===== src/verilog/sebsw_defines.vh =====
/*
 * sebsw_defines.vh: widths, field positions, timing figures and fixed codes of the
 * serial EEPROM bus slave write front end.
 * Assumes it is included by bare name from the design files of this block only.
 */
`ifndef SEBSW_DEFINES_VH
`define SEBSW_DEFINES_VH

// word address and page layout
`define SEBSW_ADDR_W      13
`define SEBSW_PAGE_AW     5
`define SEBSW_PAGE_BYTES  32
`define SEBSW_BASE_W      8
`define SEBSW_HI_W        5

// protected quarter: word address bits 12:11 both set (1800h-1fffh)
`define SEBSW_PROT_MSB    12
`define SEBSW_PROT_LSB    11
`define SEBSW_PROT_CODE   2'h3

// control byte fields
`define SEBSW_TYPE_MSB    7
`define SEBSW_TYPE_LSB    4
`define SEBSW_CS_MSB      3
`define SEBSW_CS_LSB      1
`define SEBSW_RW_BIT      0

// bit framing
`define SEBSW_BIT_CNT_W   4
`define SEBSW_BITS_BYTE   4'h8
`define SEBSW_BIT_ZERO    4'h0
`define SEBSW_BIT_ONE     4'h1

// write cycle timing
`define SEBSW_TWC_MS      5
`define SEBSW_CLK_HZ      10000000
`define SEBSW_MS_DIV      1000
`define SEBSW_TMR_W       24

// write stream fifo
`define SEBSW_FIFO_DEPTH  32
`define SEBSW_FIFO_AW     5
`define SEBSW_FIFO_W      21

`endif


===== src/verilog/sebsw_slave.v =====
/*
 * sebsw_slave.v: two-wire bus slave front end of a 64-kbit serial EEPROM:
 * start/stop detection, bit and acknowledge framing, control byte decode,
 * word addressing, byte/page write buffering with write protection, a timed
 * write cycle that streams committed bytes out through a fifo, and reads.
 * Assumes scl, sda, chip select and protect pins are asynchronous to clk_sys_in
 * and much slower than it; rd_data_in answers rd_addr_out within a few clocks;
 * the array behind prog_* drains the stream.
 */
`timescale 1ns/1ps
`include "sebsw_defines.vh"

// Behaviour
// - with protect pin high, writes to 1800h-1fffh are blocked; reads unaffected.
// - data falling while clock high is a start.
// - data rising while clock high is a stop.
// - every received byte is acknowledged in a ninth clock pulse.
// - acknowledger holds data low through the acknowledge clock high phase.
// - master withholds final read acknowledge; device then releases data.
// - no acknowledge at all while the internal write cycle runs.
// - first byte after start is control: type code, chip selects, direction.
// - respond only when chip select bits equal the chip select pins.
// - direction one selects read, zero selects write.
// - write takes high then low address byte, 13-bit word address.
// - sequential read wraps inside own memory, never into another device.
// - byte write starts its write cycle at the master's stop.
// - protected write is acknowledged, not stored, new command accepted at once.
// - after byte write the pointer holds the next location.
// - page write buffers up to 32 bytes, committed only after stop.
// - each page data byte increments only the low five pointer bits.
// - beyond 32 bytes the pointer wraps, keeping only the last 32.
// - page write wraps at its page end, never into the next page.
// - protect pin sampled at every write stop; later changes are ignored.
// - the write cycle finishes within at most 5 ms.
module sebsw_slave #(
  parameter [3:0] DEV_TYPE_CODE = 4'h5,  // arbitrary value, set per product
  parameter       TWC_CYCLES    = `SEBSW_TWC_MS * (`SEBSW_CLK_HZ / `SEBSW_MS_DIV)
) (
  input  wire                      clk_sys_in,
  input  wire                      srst_in,
  input  wire                      scl_in,
  input  wire                      sda_in,
  output wire                      sda_out,
  output wire                      sda_oe_out,
  input  wire                      chip_select_bit0_in,
  input  wire                      chip_select_bit1_in,
  input  wire                      chip_select_bit2_in,
  input  wire                      wp_in,
  output wire [`SEBSW_ADDR_W-1:0]  rd_addr_out,
  input  wire [7:0]                rd_data_in,
  output wire                      prog_valid_out,
  input  wire                      prog_ready_in,
  output wire [`SEBSW_ADDR_W-1:0]  prog_addr_out,
  output wire [7:0]                prog_data_out,
  output wire                      busy_out
);

  localparam [6:0] S_IDLE  = 7'h01;
  localparam [6:0] S_CTRL  = 7'h02;
  localparam [6:0] S_ADRH  = 7'h04;
  localparam [6:0] S_ADRL  = 7'h08;
  localparam [6:0] S_WDATA = 7'h10;
  localparam [6:0] S_RDATA = 7'h20;
  localparam [6:0] S_IGN   = 7'h40;

  // last timer count, cut to the timer width on purpose
  localparam integer            TWC_LAST_I = TWC_CYCLES - 1;
  localparam [`SEBSW_TMR_W-1:0] TWC_LAST   = TWC_LAST_I[`SEBSW_TMR_W-1:0];

  // pointer step: page mode keeps the page bits, read mode rolls the whole word
  function [`SEBSW_ADDR_W-1:0] next_addr;
    input [`SEBSW_ADDR_W-1:0] a;
    input                     page_only;
    begin
      if (page_only) begin
        next_addr = {a[`SEBSW_ADDR_W-1:`SEBSW_PAGE_AW], a[`SEBSW_PAGE_AW-1:0] + 1'b1};
      end else begin
        next_addr = a + 1'b1;
      end
    end
  endfunction

  // pin synchronisers; stage three only feeds edge detection
  reg       scl_s1_q;
  reg       scl_s2_q;
  reg       scl_s3_q;
  reg       sda_s1_q;
  reg       sda_s2_q;
  reg       sda_s3_q;
  reg       wp_s1_q;
  reg       wp_s2_q;
  reg [2:0] cs_s1_q;
  reg [2:0] cs_s2_q;

  always @(posedge clk_sys_in) begin
    if (srst_in) begin
      scl_s1_q <= 1'b1;
      scl_s2_q <= 1'b1;
      scl_s3_q <= 1'b1;
      sda_s1_q <= 1'b1;
      sda_s2_q <= 1'b1;
      sda_s3_q <= 1'b1;
      wp_s1_q  <= 1'b0;
      wp_s2_q  <= 1'b0;
      cs_s1_q  <= 3'h0;
      cs_s2_q  <= 3'h0;
    end else begin
      scl_s1_q <= scl_in;
      scl_s2_q <= scl_s1_q;
      scl_s3_q <= scl_s2_q;
      sda_s1_q <= sda_in;
      sda_s2_q <= sda_s1_q;
      sda_s3_q <= sda_s2_q;
      wp_s1_q  <= wp_in;
      wp_s2_q  <= wp_s1_q;
      cs_s1_q  <= {chip_select_bit2_in, chip_select_bit1_in, chip_select_bit0_in};
      cs_s2_q  <= cs_s1_q;
    end
  end

  wire scl_rise  = scl_s2_q & ~scl_s3_q;
  wire scl_fall  = ~scl_s2_q & scl_s3_q;
  wire start_det = scl_s2_q & scl_s3_q & sda_s3_q & ~sda_s2_q;
  wire stop_det  = scl_s2_q & scl_s3_q & ~sda_s3_q & sda_s2_q;

  reg [6:0]                  st_q;
  reg [`SEBSW_BIT_CNT_W-1:0] bit_cnt_q;
  reg                        ack_q;
  reg                        mslot_q;
  reg                        mack_q;
  reg                        drv_q;
  reg [7:0]                  shift_q;
  reg [7:0]                  tx_q;
  reg [`SEBSW_HI_W-1:0]      hi_q;
  reg [`SEBSW_ADDR_W-1:0]    ptr_q;
  reg                        got_data_q;
  reg [`SEBSW_PAGE_BYTES-1:0] valid_q;
  reg                        busy_q;

  wire byte_full = (bit_cnt_q == `SEBSW_BITS_BYTE);
  wire byte_done = scl_fall & byte_full & ~ack_q & ~start_det & ~stop_det;
  wire pm_we     = byte_done & (st_q == S_WDATA);
  wire prot_hit  = wp_s2_q &
                   (ptr_q[`SEBSW_PROT_MSB:`SEBSW_PROT_LSB] == `SEBSW_PROT_CODE);
  wire commit_go = stop_det & ~start_det & (st_q == S_WDATA) & got_data_q & ~prot_hit;
  wire ctrl_ok   = (shift_q[`SEBSW_TYPE_MSB:`SEBSW_TYPE_LSB] == DEV_TYPE_CODE) &
                   (shift_q[`SEBSW_CS_MSB:`SEBSW_CS_LSB] == cs_s2_q);

  // open drain: only ever pulls low
  assign sda_out     = 1'b0;
  assign sda_oe_out  = drv_q;
  assign rd_addr_out = ptr_q;
  assign busy_out    = busy_q;

  always @(posedge clk_sys_in) begin
    if (srst_in) begin
      st_q       <= S_IDLE;
      bit_cnt_q  <= `SEBSW_BIT_ZERO;
      ack_q      <= 1'b0;
      mslot_q    <= 1'b0;
      mack_q     <= 1'b0;
      drv_q      <= 1'b0;
      shift_q    <= 8'h00;
      tx_q       <= 8'hff;
      hi_q       <= {`SEBSW_HI_W{1'b0}};
      ptr_q      <= {`SEBSW_ADDR_W{1'b0}};
      got_data_q <= 1'b0;
      valid_q    <= {`SEBSW_PAGE_BYTES{1'b0}};
    end else if (start_det) begin
      st_q      <= S_CTRL;
      bit_cnt_q <= `SEBSW_BIT_ZERO;
      ack_q     <= 1'b0;
      mslot_q   <= 1'b0;
      drv_q     <= 1'b0;
    end else if (stop_det) begin
      // a protected write simply ends here, ready for the next command
      st_q      <= S_IDLE;
      bit_cnt_q <= `SEBSW_BIT_ZERO;
      ack_q     <= 1'b0;
      mslot_q   <= 1'b0;
      drv_q     <= 1'b0;
    end else begin
      case (st_q)
        S_CTRL, S_ADRH, S_ADRL, S_WDATA: begin
          if (scl_rise & ~ack_q & ~byte_full) begin
            shift_q   <= {shift_q[6:0], sda_s2_q};
            bit_cnt_q <= bit_cnt_q + `SEBSW_BIT_ONE;
          end else if (scl_fall & ack_q) begin
            ack_q     <= 1'b0;
            drv_q     <= 1'b0;
            bit_cnt_q <= `SEBSW_BIT_ZERO;
          end else if (byte_done) begin
            if (st_q == S_CTRL) begin
              if (busy_q) begin
                st_q <= S_IGN;
              end else if (!ctrl_ok) begin
                st_q <= S_IGN;
              end else begin
                ack_q <= 1'b1;
                drv_q <= 1'b1;
                st_q  <= shift_q[`SEBSW_RW_BIT] ? S_RDATA : S_ADRH;
              end
            end else if (st_q == S_ADRH) begin
              hi_q  <= shift_q[`SEBSW_HI_W-1:0];
              ack_q <= 1'b1;
              drv_q <= 1'b1;
              st_q  <= S_ADRL;
            end else if (st_q == S_ADRL) begin
              ptr_q      <= {hi_q, shift_q};
              got_data_q <= 1'b0;
              valid_q    <= {`SEBSW_PAGE_BYTES{1'b0}};
              ack_q      <= 1'b1;
              drv_q      <= 1'b1;
              st_q       <= S_WDATA;
            end else begin
              // later bytes overwrite the same slots in arrival order
              valid_q[ptr_q[`SEBSW_PAGE_AW-1:0]] <= 1'b1;
              ptr_q      <= next_addr(ptr_q, 1'b1);
              got_data_q <= 1'b1;
              ack_q      <= 1'b1;
              drv_q      <= 1'b1;
            end
          end
        end
        S_RDATA: begin
          if (scl_fall & ack_q) begin
            ack_q     <= 1'b0;
            tx_q      <= rd_data_in;
            drv_q     <= ~rd_data_in[7];
            bit_cnt_q <= `SEBSW_BIT_ZERO;
          end else if (scl_rise & mslot_q) begin
            mack_q <= ~sda_s2_q;
            ptr_q  <= next_addr(ptr_q, 1'b0);
          end else if (scl_fall & mslot_q) begin
            mslot_q <= 1'b0;
            if (mack_q) begin
              tx_q      <= rd_data_in;
              drv_q     <= ~rd_data_in[7];
              bit_cnt_q <= `SEBSW_BIT_ZERO;
            end else begin
              drv_q <= 1'b0;
              st_q  <= S_IGN;
            end
          end else if (scl_rise & ~byte_full) begin
            bit_cnt_q <= bit_cnt_q + `SEBSW_BIT_ONE;
          end else if (scl_fall & byte_full) begin
            drv_q   <= 1'b0;
            mslot_q <= 1'b1;
          end else if (scl_fall & (bit_cnt_q != `SEBSW_BIT_ZERO)) begin
            tx_q  <= {tx_q[6:0], 1'b1};
            drv_q <= ~tx_q[6];
          end
        end
        default: begin
          // idle or ignoring: line stays released until the next start
          drv_q <= 1'b0;
        end
      endcase
    end
  end

  // commit engine: scans the page buffer into the write stream
  reg [`SEBSW_PAGE_AW:0]  scan_q;
  reg                     ph_q;
  reg [`SEBSW_TMR_W-1:0]  tmr_q;
  reg [`SEBSW_BASE_W-1:0] base_q;

  wire [7:0] pm_rdata;
  wire       fifo_in_ready;
  wire [`SEBSW_FIFO_W-1:0] fifo_out_data;
  wire       scan_done  = scan_q[`SEBSW_PAGE_AW];
  wire [`SEBSW_PAGE_AW-1:0] scan_idx = scan_q[`SEBSW_PAGE_AW-1:0];
  wire       slot_valid = valid_q[scan_idx];
  wire       push       = busy_q & ~scan_done & ph_q & slot_valid;

  always @(posedge clk_sys_in) begin
    if (srst_in) begin
      busy_q <= 1'b0;
      scan_q <= {(`SEBSW_PAGE_AW+1){1'b0}};
      ph_q   <= 1'b0;
      tmr_q  <= {`SEBSW_TMR_W{1'b0}};
      base_q <= {`SEBSW_BASE_W{1'b0}};
    end else if (commit_go) begin
      busy_q <= 1'b1;
      scan_q <= {(`SEBSW_PAGE_AW+1){1'b0}};
      ph_q   <= 1'b0;
      tmr_q  <= {`SEBSW_TMR_W{1'b0}};
      base_q <= ptr_q[`SEBSW_ADDR_W-1:`SEBSW_PAGE_AW];
    end else if (busy_q) begin
      if (tmr_q != TWC_LAST) begin
        tmr_q <= tmr_q + 1'b1;
      end
      // the cycle ends on the time limit once the buffer is handed over
      if ((tmr_q == TWC_LAST) & scan_done) begin
        busy_q <= 1'b0;
      end
      if (!scan_done) begin
        if (!ph_q) begin
          ph_q <= 1'b1;
        end else if (!slot_valid | fifo_in_ready) begin
          // a full fifo stalls the scan until the array side drains
          ph_q   <= 1'b0;
          scan_q <= scan_q + 1'b1;
        end
      end
    end
  end

  sebsw_page_mem u_page_mem (
    .clk_sys_in (clk_sys_in),
    .we_in      (pm_we),
    .waddr_in   (ptr_q[`SEBSW_PAGE_AW-1:0]),
    .wdata_in   (shift_q),
    .raddr_in   (scan_idx),
    .rdata_out  (pm_rdata)
  );

  sebsw_fifo #(
    .W     (`SEBSW_FIFO_W),
    .DEPTH (`SEBSW_FIFO_DEPTH),
    .AW    (`SEBSW_FIFO_AW)
  ) u_fifo (
    .clk_sys_in    (clk_sys_in),
    .srst_in       (srst_in),
    .in_valid_in   (push),
    .in_ready_out  (fifo_in_ready),
    .in_data_in    ({base_q, scan_idx, pm_rdata}),
    .out_valid_out (prog_valid_out),
    .out_ready_in  (prog_ready_in),
    .out_data_out  (fifo_out_data)
  );

  assign prog_addr_out = fifo_out_data[`SEBSW_FIFO_W-1:8];
  assign prog_data_out = fifo_out_data[7:0];

endmodule // sebsw_slave


===== src/verilog/sebsw_page_mem.v =====
/*
 * sebsw_page_mem.v: page buffer, one byte per slot, synchronous write,
 * registered read data.
 * Assumes a single clock shared with the bus front end.
 */
`timescale 1ns/1ps
`include "sebsw_defines.vh"

module sebsw_page_mem (
  input  wire                        clk_sys_in,
  input  wire                        we_in,
  input  wire [`SEBSW_PAGE_AW-1:0]   waddr_in,
  input  wire [7:0]                  wdata_in,
  input  wire [`SEBSW_PAGE_AW-1:0]   raddr_in,
  output reg  [7:0]                  rdata_out
);

  reg [7:0] mem [0:`SEBSW_PAGE_BYTES-1];

  always @(posedge clk_sys_in) begin
    if (we_in) begin
      mem[waddr_in] <= wdata_in;
    end
    rdata_out <= mem[raddr_in];
  end

endmodule // sebsw_page_mem


===== src/verilog/sebsw_fifo.v =====
/*
 * sebsw_fifo.v: synchronous fifo with valid/ready on both sides and a
 * registered head word on the output.
 * Assumes one clock and a synchronous active-high reset.
 */
`timescale 1ns/1ps
`include "sebsw_defines.vh"

module sebsw_fifo #(
  parameter W     = `SEBSW_FIFO_W,
  parameter DEPTH = `SEBSW_FIFO_DEPTH,
  parameter AW    = `SEBSW_FIFO_AW
) (
  input  wire          clk_sys_in,
  input  wire          srst_in,
  input  wire          in_valid_in,
  output wire          in_ready_out,
  input  wire [W-1:0]  in_data_in,
  output reg           out_valid_out,
  input  wire          out_ready_in,
  output reg  [W-1:0]  out_data_out
);

  localparam integer DEPTH_I  = DEPTH;
  localparam [AW:0]  FULL_CNT = DEPTH_I[AW:0];

  reg [W-1:0]  mem [0:DEPTH-1];
  reg [AW-1:0] wr_q;
  reg [AW-1:0] rd_q;
  reg [AW:0]   cnt_q;

  // count excludes the head register, so full means the array itself is full
  assign in_ready_out = (cnt_q != FULL_CNT);

  wire push = in_valid_in & in_ready_out;
  wire load = (cnt_q != {(AW+1){1'b0}}) & (~out_valid_out | out_ready_in);

  always @(posedge clk_sys_in) begin
    if (push) begin
      mem[wr_q] <= in_data_in;
    end
    if (srst_in) begin
      wr_q          <= {AW{1'b0}};
      rd_q          <= {AW{1'b0}};
      cnt_q         <= {(AW+1){1'b0}};
      out_valid_out <= 1'b0;
      out_data_out  <= {W{1'b0}};
    end else begin
      if (push) begin
        wr_q <= wr_q + 1'b1;
      end
      if (load) begin
        out_data_out  <= mem[rd_q];
        out_valid_out <= 1'b1;
        rd_q          <= rd_q + 1'b1;
      end else if (out_ready_in) begin
        out_valid_out <= 1'b0;
      end
      if (push & ~load) begin
        cnt_q <= cnt_q + 1'b1;
      end else if (load & ~push) begin
        cnt_q <= cnt_q - 1'b1;
      end
    end
  end

endmodule // sebsw_fifo


===== config.mk =====
export PLATFORM = sky130hd
export DESIGN_NAME = sebsw_slave
export DESIGN_NICKNAME = d
export VERILOG_FILES = /design/src/verilog/sebsw_slave.v /design/src/verilog/sebsw_page_mem.v /design/src/verilog/sebsw_fifo.v
export VERILOG_INCLUDE_DIRS = /design/src /design/src/verilog
export SDC_FILE = /design/constraint.sdc
export NUM_CORES = 1
export LEC_CHECK = 0
export BUFFER_PORTS_ARGS = -buffer_cell sky130_fd_sc_hd__buf_2
export CORE_MARGIN = 2
export CORE_UTILIZATION = 57
export DETAILED_ROUTE_END_ITERATION = 8
export PLACE_DENSITY = 0.83
export SETUP_SLACK_MARGIN = 0.3
export SLEW_MARGIN = 40
export SYNTH_ARGS = -nofsm -noshare
export SYNTH_HDL_FRONTEND = slang
export SYNTH_SLANG_ARGS = --single-unit

===== constraint.sdc =====
create_clock -name clk_sys_in -period 3.9 [get_ports clk_sys_in]
set_input_delay 0.39 -clock clk_sys_in [delete_from_list [all_inputs] [get_ports clk_sys_in]]
set_output_delay 0.39 -clock clk_sys_in [all_outputs]
set_load 0.02 [all_outputs]

==> run summary <==
The routed design has 104 mm of wire. The clock latency of the later-clocked register in the worst-skew pair is between 0.7 and 0.8 ns. Setup repair after global routing left no endpoint under its margin.

The detail route stage leaves a number of antenna-violating nets equal to 0. The clock network power share came out at 38.5%. The share of the synthesized area in compound gates (AO/OA/AOI/OAI) is 3.06%.

The setup slack on the worst flop-to-flop path came out at 0.39 ns. The pin slew with the least headroom to its limit came out at approximately 0.92 ns. The final number of hold-violating endpoints was 0. For this block, the initial DRC count from the detailed router was 2762. The detailed-route wire length per cell came out at 29.4 um. The top cell type by area accounts for around 64% of the synthesized area. The data arrival at the endpoint of the critical path is 4.06 ns. Of the total power, the share spent switching nets is 24.2%. In this run the worst hold path is classified as primary input to register. The number of buffer cells added on primary ports came out at 53. Across every metal layer, demand over resource in global routing totals 27.0%.

In this run the vertical extent of the chip is 280 um. Sorting the synthesized cells by area gives the leading types as sky130_fd_sc_hd__edfxtp_1 (64%), sky130_fd_sc_hd__mux4_2 (15%), sky130_fd_sc_hd__dfxtp_1 (8.3%). The number of levels in the clock H-tree is 3. The relative slew slack is 38.9%. The number of buffers on the longest clock path came out at 3. The total via count after detailed routing is 23671. The tree is rooted in a sky130_fd_sc_hd__clkbuf_16. The area of the core is 75800 um^2. In this run the static leakage power is roughly 16 nW. The reported max-cap violation count came out at 0.

The number of synthesized flops with an enable pin came out at 928. The design draws 27.2 mW. The count of yosys warnings during synthesis is 0. The worst IR drop on VDD came out at 544 uV. The achievable clock frequency is 0.285 GHz. The synthesis-stage register bit count came out at 1109.

After synthesis, flip-flops and latches occupy 72.3% of the total area. The largest net degree at the start of global routing is 61. The chip width is roughly 280 um. The cell accounting for the most synthesized area is sky130_fd_sc_hd__edfxtp_1. The post-route minimum period came out at 3.51 ns. The unique cell type count in the Yosys netlist is 81. The initial antenna violation count was 0. The critical path required time came out at 4.45 ns.

In the synthesized netlist the async set-or-reset flop fraction comes to 0%. Registers are responsible for a little under half of the overall power. Walking the worst path, the cells encountered are mux4_1 > o22ai_1 > or4_4 > and4_4 > nor2_1 > ha_2 > inv_2 > ha_1 > a21o_1 > a21oi_2 > o21bai_1 > a21oi_1 > mux2i_1 > mux2_2.

The internal power contribution is 20.6 mW. The worst-case clock skew came out at 0.0911 ns. The sum of negative setup slack came out at 0 ns. The antenna diode count came out at 0. The main flop type after synthesis is sky130_fd_sc_hd__edfxtp_1. The instance count along the most critical hold path is 3. The number of CTS-inserted buffers is 103. The top-level port count is 55. Once detailed placement completed, the half-perimeter wirelength came to 57.3 mm. STA classifies the critical path startpoint as a register. The clock transition at the registers of the reported paths is 0.06 ns. The post-synth net total came out at about 2400. The largest fanout on the critical path came out at 7. The type of the worst setup path is register to register.

The cell count after synthesis came out at 2338. The initial cell density of the core came out at 57.5%. The switching power is 6.59 mW. The mean post-synth cell area is between 15 and 20 um^2. The number of design rule violations left after detail routing is 0.

The CTS tree is built. Among all stages on the critical path, the largest delay is contributed by sky130_fd_sc_hd__or4_4. The number of global-route vias before repair came to 23874.

The xor/xnor cell area share of the yosys netlist is 0.744%. The sum of overflow across all layers after global routing is 0. The ratio of total power to cell area is 553 nW/um^2. The die outline area came out at 78700 um^2. The share of synthesized cell area in full adder, half adder and majority cells came out at 0.563%. The critical path's largest stage delay is 0.52 ns.

The floorplan has 101 rows. The area of the mapped netlist came out at 43600 um^2. The first-pass GRT wire length is 156 mm. Cells with a size suffix above 1 make up 28.3% of the layout. The part of the power in combinational logic is 13.4%. Setup violations remaining at the end of the flow were counted as 0. The run finished with clean final reports. The mux share of post-synthesis cell area is 17.0%. By area, the combinational part of the netlist is dominated by multiplexers. The number of sinks on the clock net came out at 1109.

For the worst flop-to-flop path, the logic depth is 14. Relative to the synthesized area, the layout overhead comes to 12.9%. The worst setup path is captured at a register. The number of nets in the layout came out at around 2500. At the end of routability-driven placement, the weighted congestion stood at around 0.83. The simple-gate area share of the yosys netlist came out at under 10%. The via density per instance is 6.68. The number of max-slew violations in the final report was 0. The final critical path takes up 90.1% of the cycle. The first detailed-routing pass took 7 iterations.
## kinds of logic after synthesis
group           after synthesis
buf+inv                     147
compound gates              208
simple gates                448
xor+xnor                     37
mux                         369
flops                      1109
other cells                   1
fa+ha+maj                    19
## cell usage in the layout (no fill, tap or decap), types with 14 or more instances in the layout
master	Yosys	final
sky130_fd_sc_hd__xor2_1	22	22
sky130_fd_sc_hd__mux4_2	292	292
sky130_fd_sc_hd__dfxtp_1	181	158
sky130_fd_sc_hd__nor3_1	21	21
sky130_fd_sc_hd__xnor2_1	15	15
sky130_fd_sc_hd__nand4_1	15	15
sky130_fd_sc_hd__nor2_1	196	158
sky130_fd_sc_hd__a21oi_1	70	69
sky130_fd_sc_hd__clkinv_2	0	27
sky130_fd_sc_hd__clkinv_1	1	15
sky130_fd_sc_hd__a31oi_1	32	32
sky130_fd_sc_hd__clkbuf_16	0	104
sky130_fd_sc_hd__inv_1	16	15
sky130_fd_sc_hd__ha_1	18	16
sky130_fd_sc_hd__o21ai_0	42	42
sky130_fd_sc_hd__clkbuf_1	63	14
sky130_fd_sc_hd__dfxtp_2	0	16
sky130_fd_sc_hd__edfxtp_1	928	928
sky130_fd_sc_hd__mux2i_1	57	57
sky130_fd_sc_hd__nand2_1	71	71
sky130_fd_sc_hd__nand3_1	39	39
sky130_fd_sc_hd__buf_2	46	54
sky130_fd_sc_hd__mux2_2	18	18
sky130_fd_sc_hd__nor2b_1	20	19
sky130_fd_sc_hd__nor2_2	1	39
sky130_fd_sc_hd__buf_4	2	90
## stage by stage
step / hold slack [ns] / area, um^2 / cells / setup slack [ns] / util [%]
6_report: 0.0285 / 49200 / 3544 / 0.388 / 64.9
5_1_grt: 0.0397 / 49200 / 3544 / 0.282 / 64.9
4_1_cts: 0.0128 / 49100 / 3537 / 0.324 / 64.7
3_5_place_dp: 0.403 / 45400 / 3331 / 0.129 / 59.9
3_3_place_gp: 0.410 / 45400 / 3331 / 0.161 / 59.8
2_1_floorplan: 0.389 / 43600 / 2338 / 0.322 / -
## power groups by stage
stage	clock (mW)	sequential (mW)	combinational, mW
global route	11.0	13.1	3.86
finish	10.5	13.1	3.65
global placement	0	13.3	3.44
CTS	10.6	13.1	3.66
floorplan	0	13.3	2.67
detailed placement	0	13.3	3.54
## flip-flops by register name (all words and copies together), names as in the netlist, 3 cells and up
register and cells:
u_fifo.mem 672, u_page_mem.mem 256, valid_q 32, tmr_q 24
u_fifo.out_data_out 21, rd_addr_out 13, base_q 8, shift_q 8
u_page_mem.rdata_out 8, st_q 7, tx_q 7, scan_q 6
u_fifo.cnt_q 6, hi_q 5, u_fifo.rd_q 5, u_fifo.wr_q 5
bit_cnt_q 4, cs_s1_q 3, cs_s2_q 3
## synthesized netlist by cell type, drive strengths merged (2+ instances only)
cell type / number
a211oi: 7
a21o: 4
a21oi: 70
a221oi: 3
a22o: 3
a31oi: 32
a41oi: 3
and2: 8
and3: 8
and4: 4
buf: 66
clkbuf: 63
dfxtp: 181
edfxtp: 928
ha: 18
inv: 17
mux2: 18
mux2i: 57
mux4: 294
nand2: 71
nand2b: 10
nand3: 40
nand3b: 6
nand4: 16
nor2: 197
nor2b: 20
nor3: 22
nor3b: 4
nor4: 11
o211a: 2
o211ai: 14
o21ai: 43
o21bai: 3
o22ai: 5
o31ai: 2
o32ai: 2
or2: 8
or3: 14
or3b: 2
or4: 4
xnor2: 15
xor2: 22
## worst max-delay path: cells and delay by family, from the launching register on
kind | cells | cell delay (ns)
and+or+nand+nor | 3 | 0.90
muxes | 3 | 0.93
AOI/OAI and AO/OA | 5 | 0.64
DFF | 1 | 0.39
adders and majority gates | 2 | 0.46
buffers and inverters | 1 | 0.06
## repair_timing
item                                   4_1_cts  5_1_grt
endpoints found under the hold margin        9        0
hold buffers                                 9        0
pin swaps                                    0        3
buffers inserted                             1        7
setup endpoints to repair                    1        1
gates resized for setup                      6        2
## path summary, 6_finish.rpt
path | from | to
worst min-delay path | rd_data_in[3] | tx_q[3]
worst max register to register | scan_q[1] | u_fifo.cnt_q[5]
worst max-delay path | scan_q[1] | u_fifo.cnt_q[5]
worst min register to register | scl_s1_q | scl_s2_q
## area by class of cell
cell class | instances | area [um^2]
clock buffers | 126 | 2770
clock inverters | 70 | 822
fillers | 4723 | 26600
inverters | 18 | 67.6
multi-input cells | 1082 | 11600
flip-flops and latches | 1109 | 31500
well taps | 978 | 1220
repair buffers | 161 | 1170
## routing by layer
layer | track usage (%) | part of all wire (%) | vias up
li1 | - | - | 9687
met1 | 36.5 | 36 | 12107
met2 | 44.9 | 50 | 1643
met3 | 4.75 | 9.8 | 234
met4 | 9.26 | 3.4 | 0
met5 | 0 | 0 | -
No activity file was read; power rests on OpenSTA's default activity.
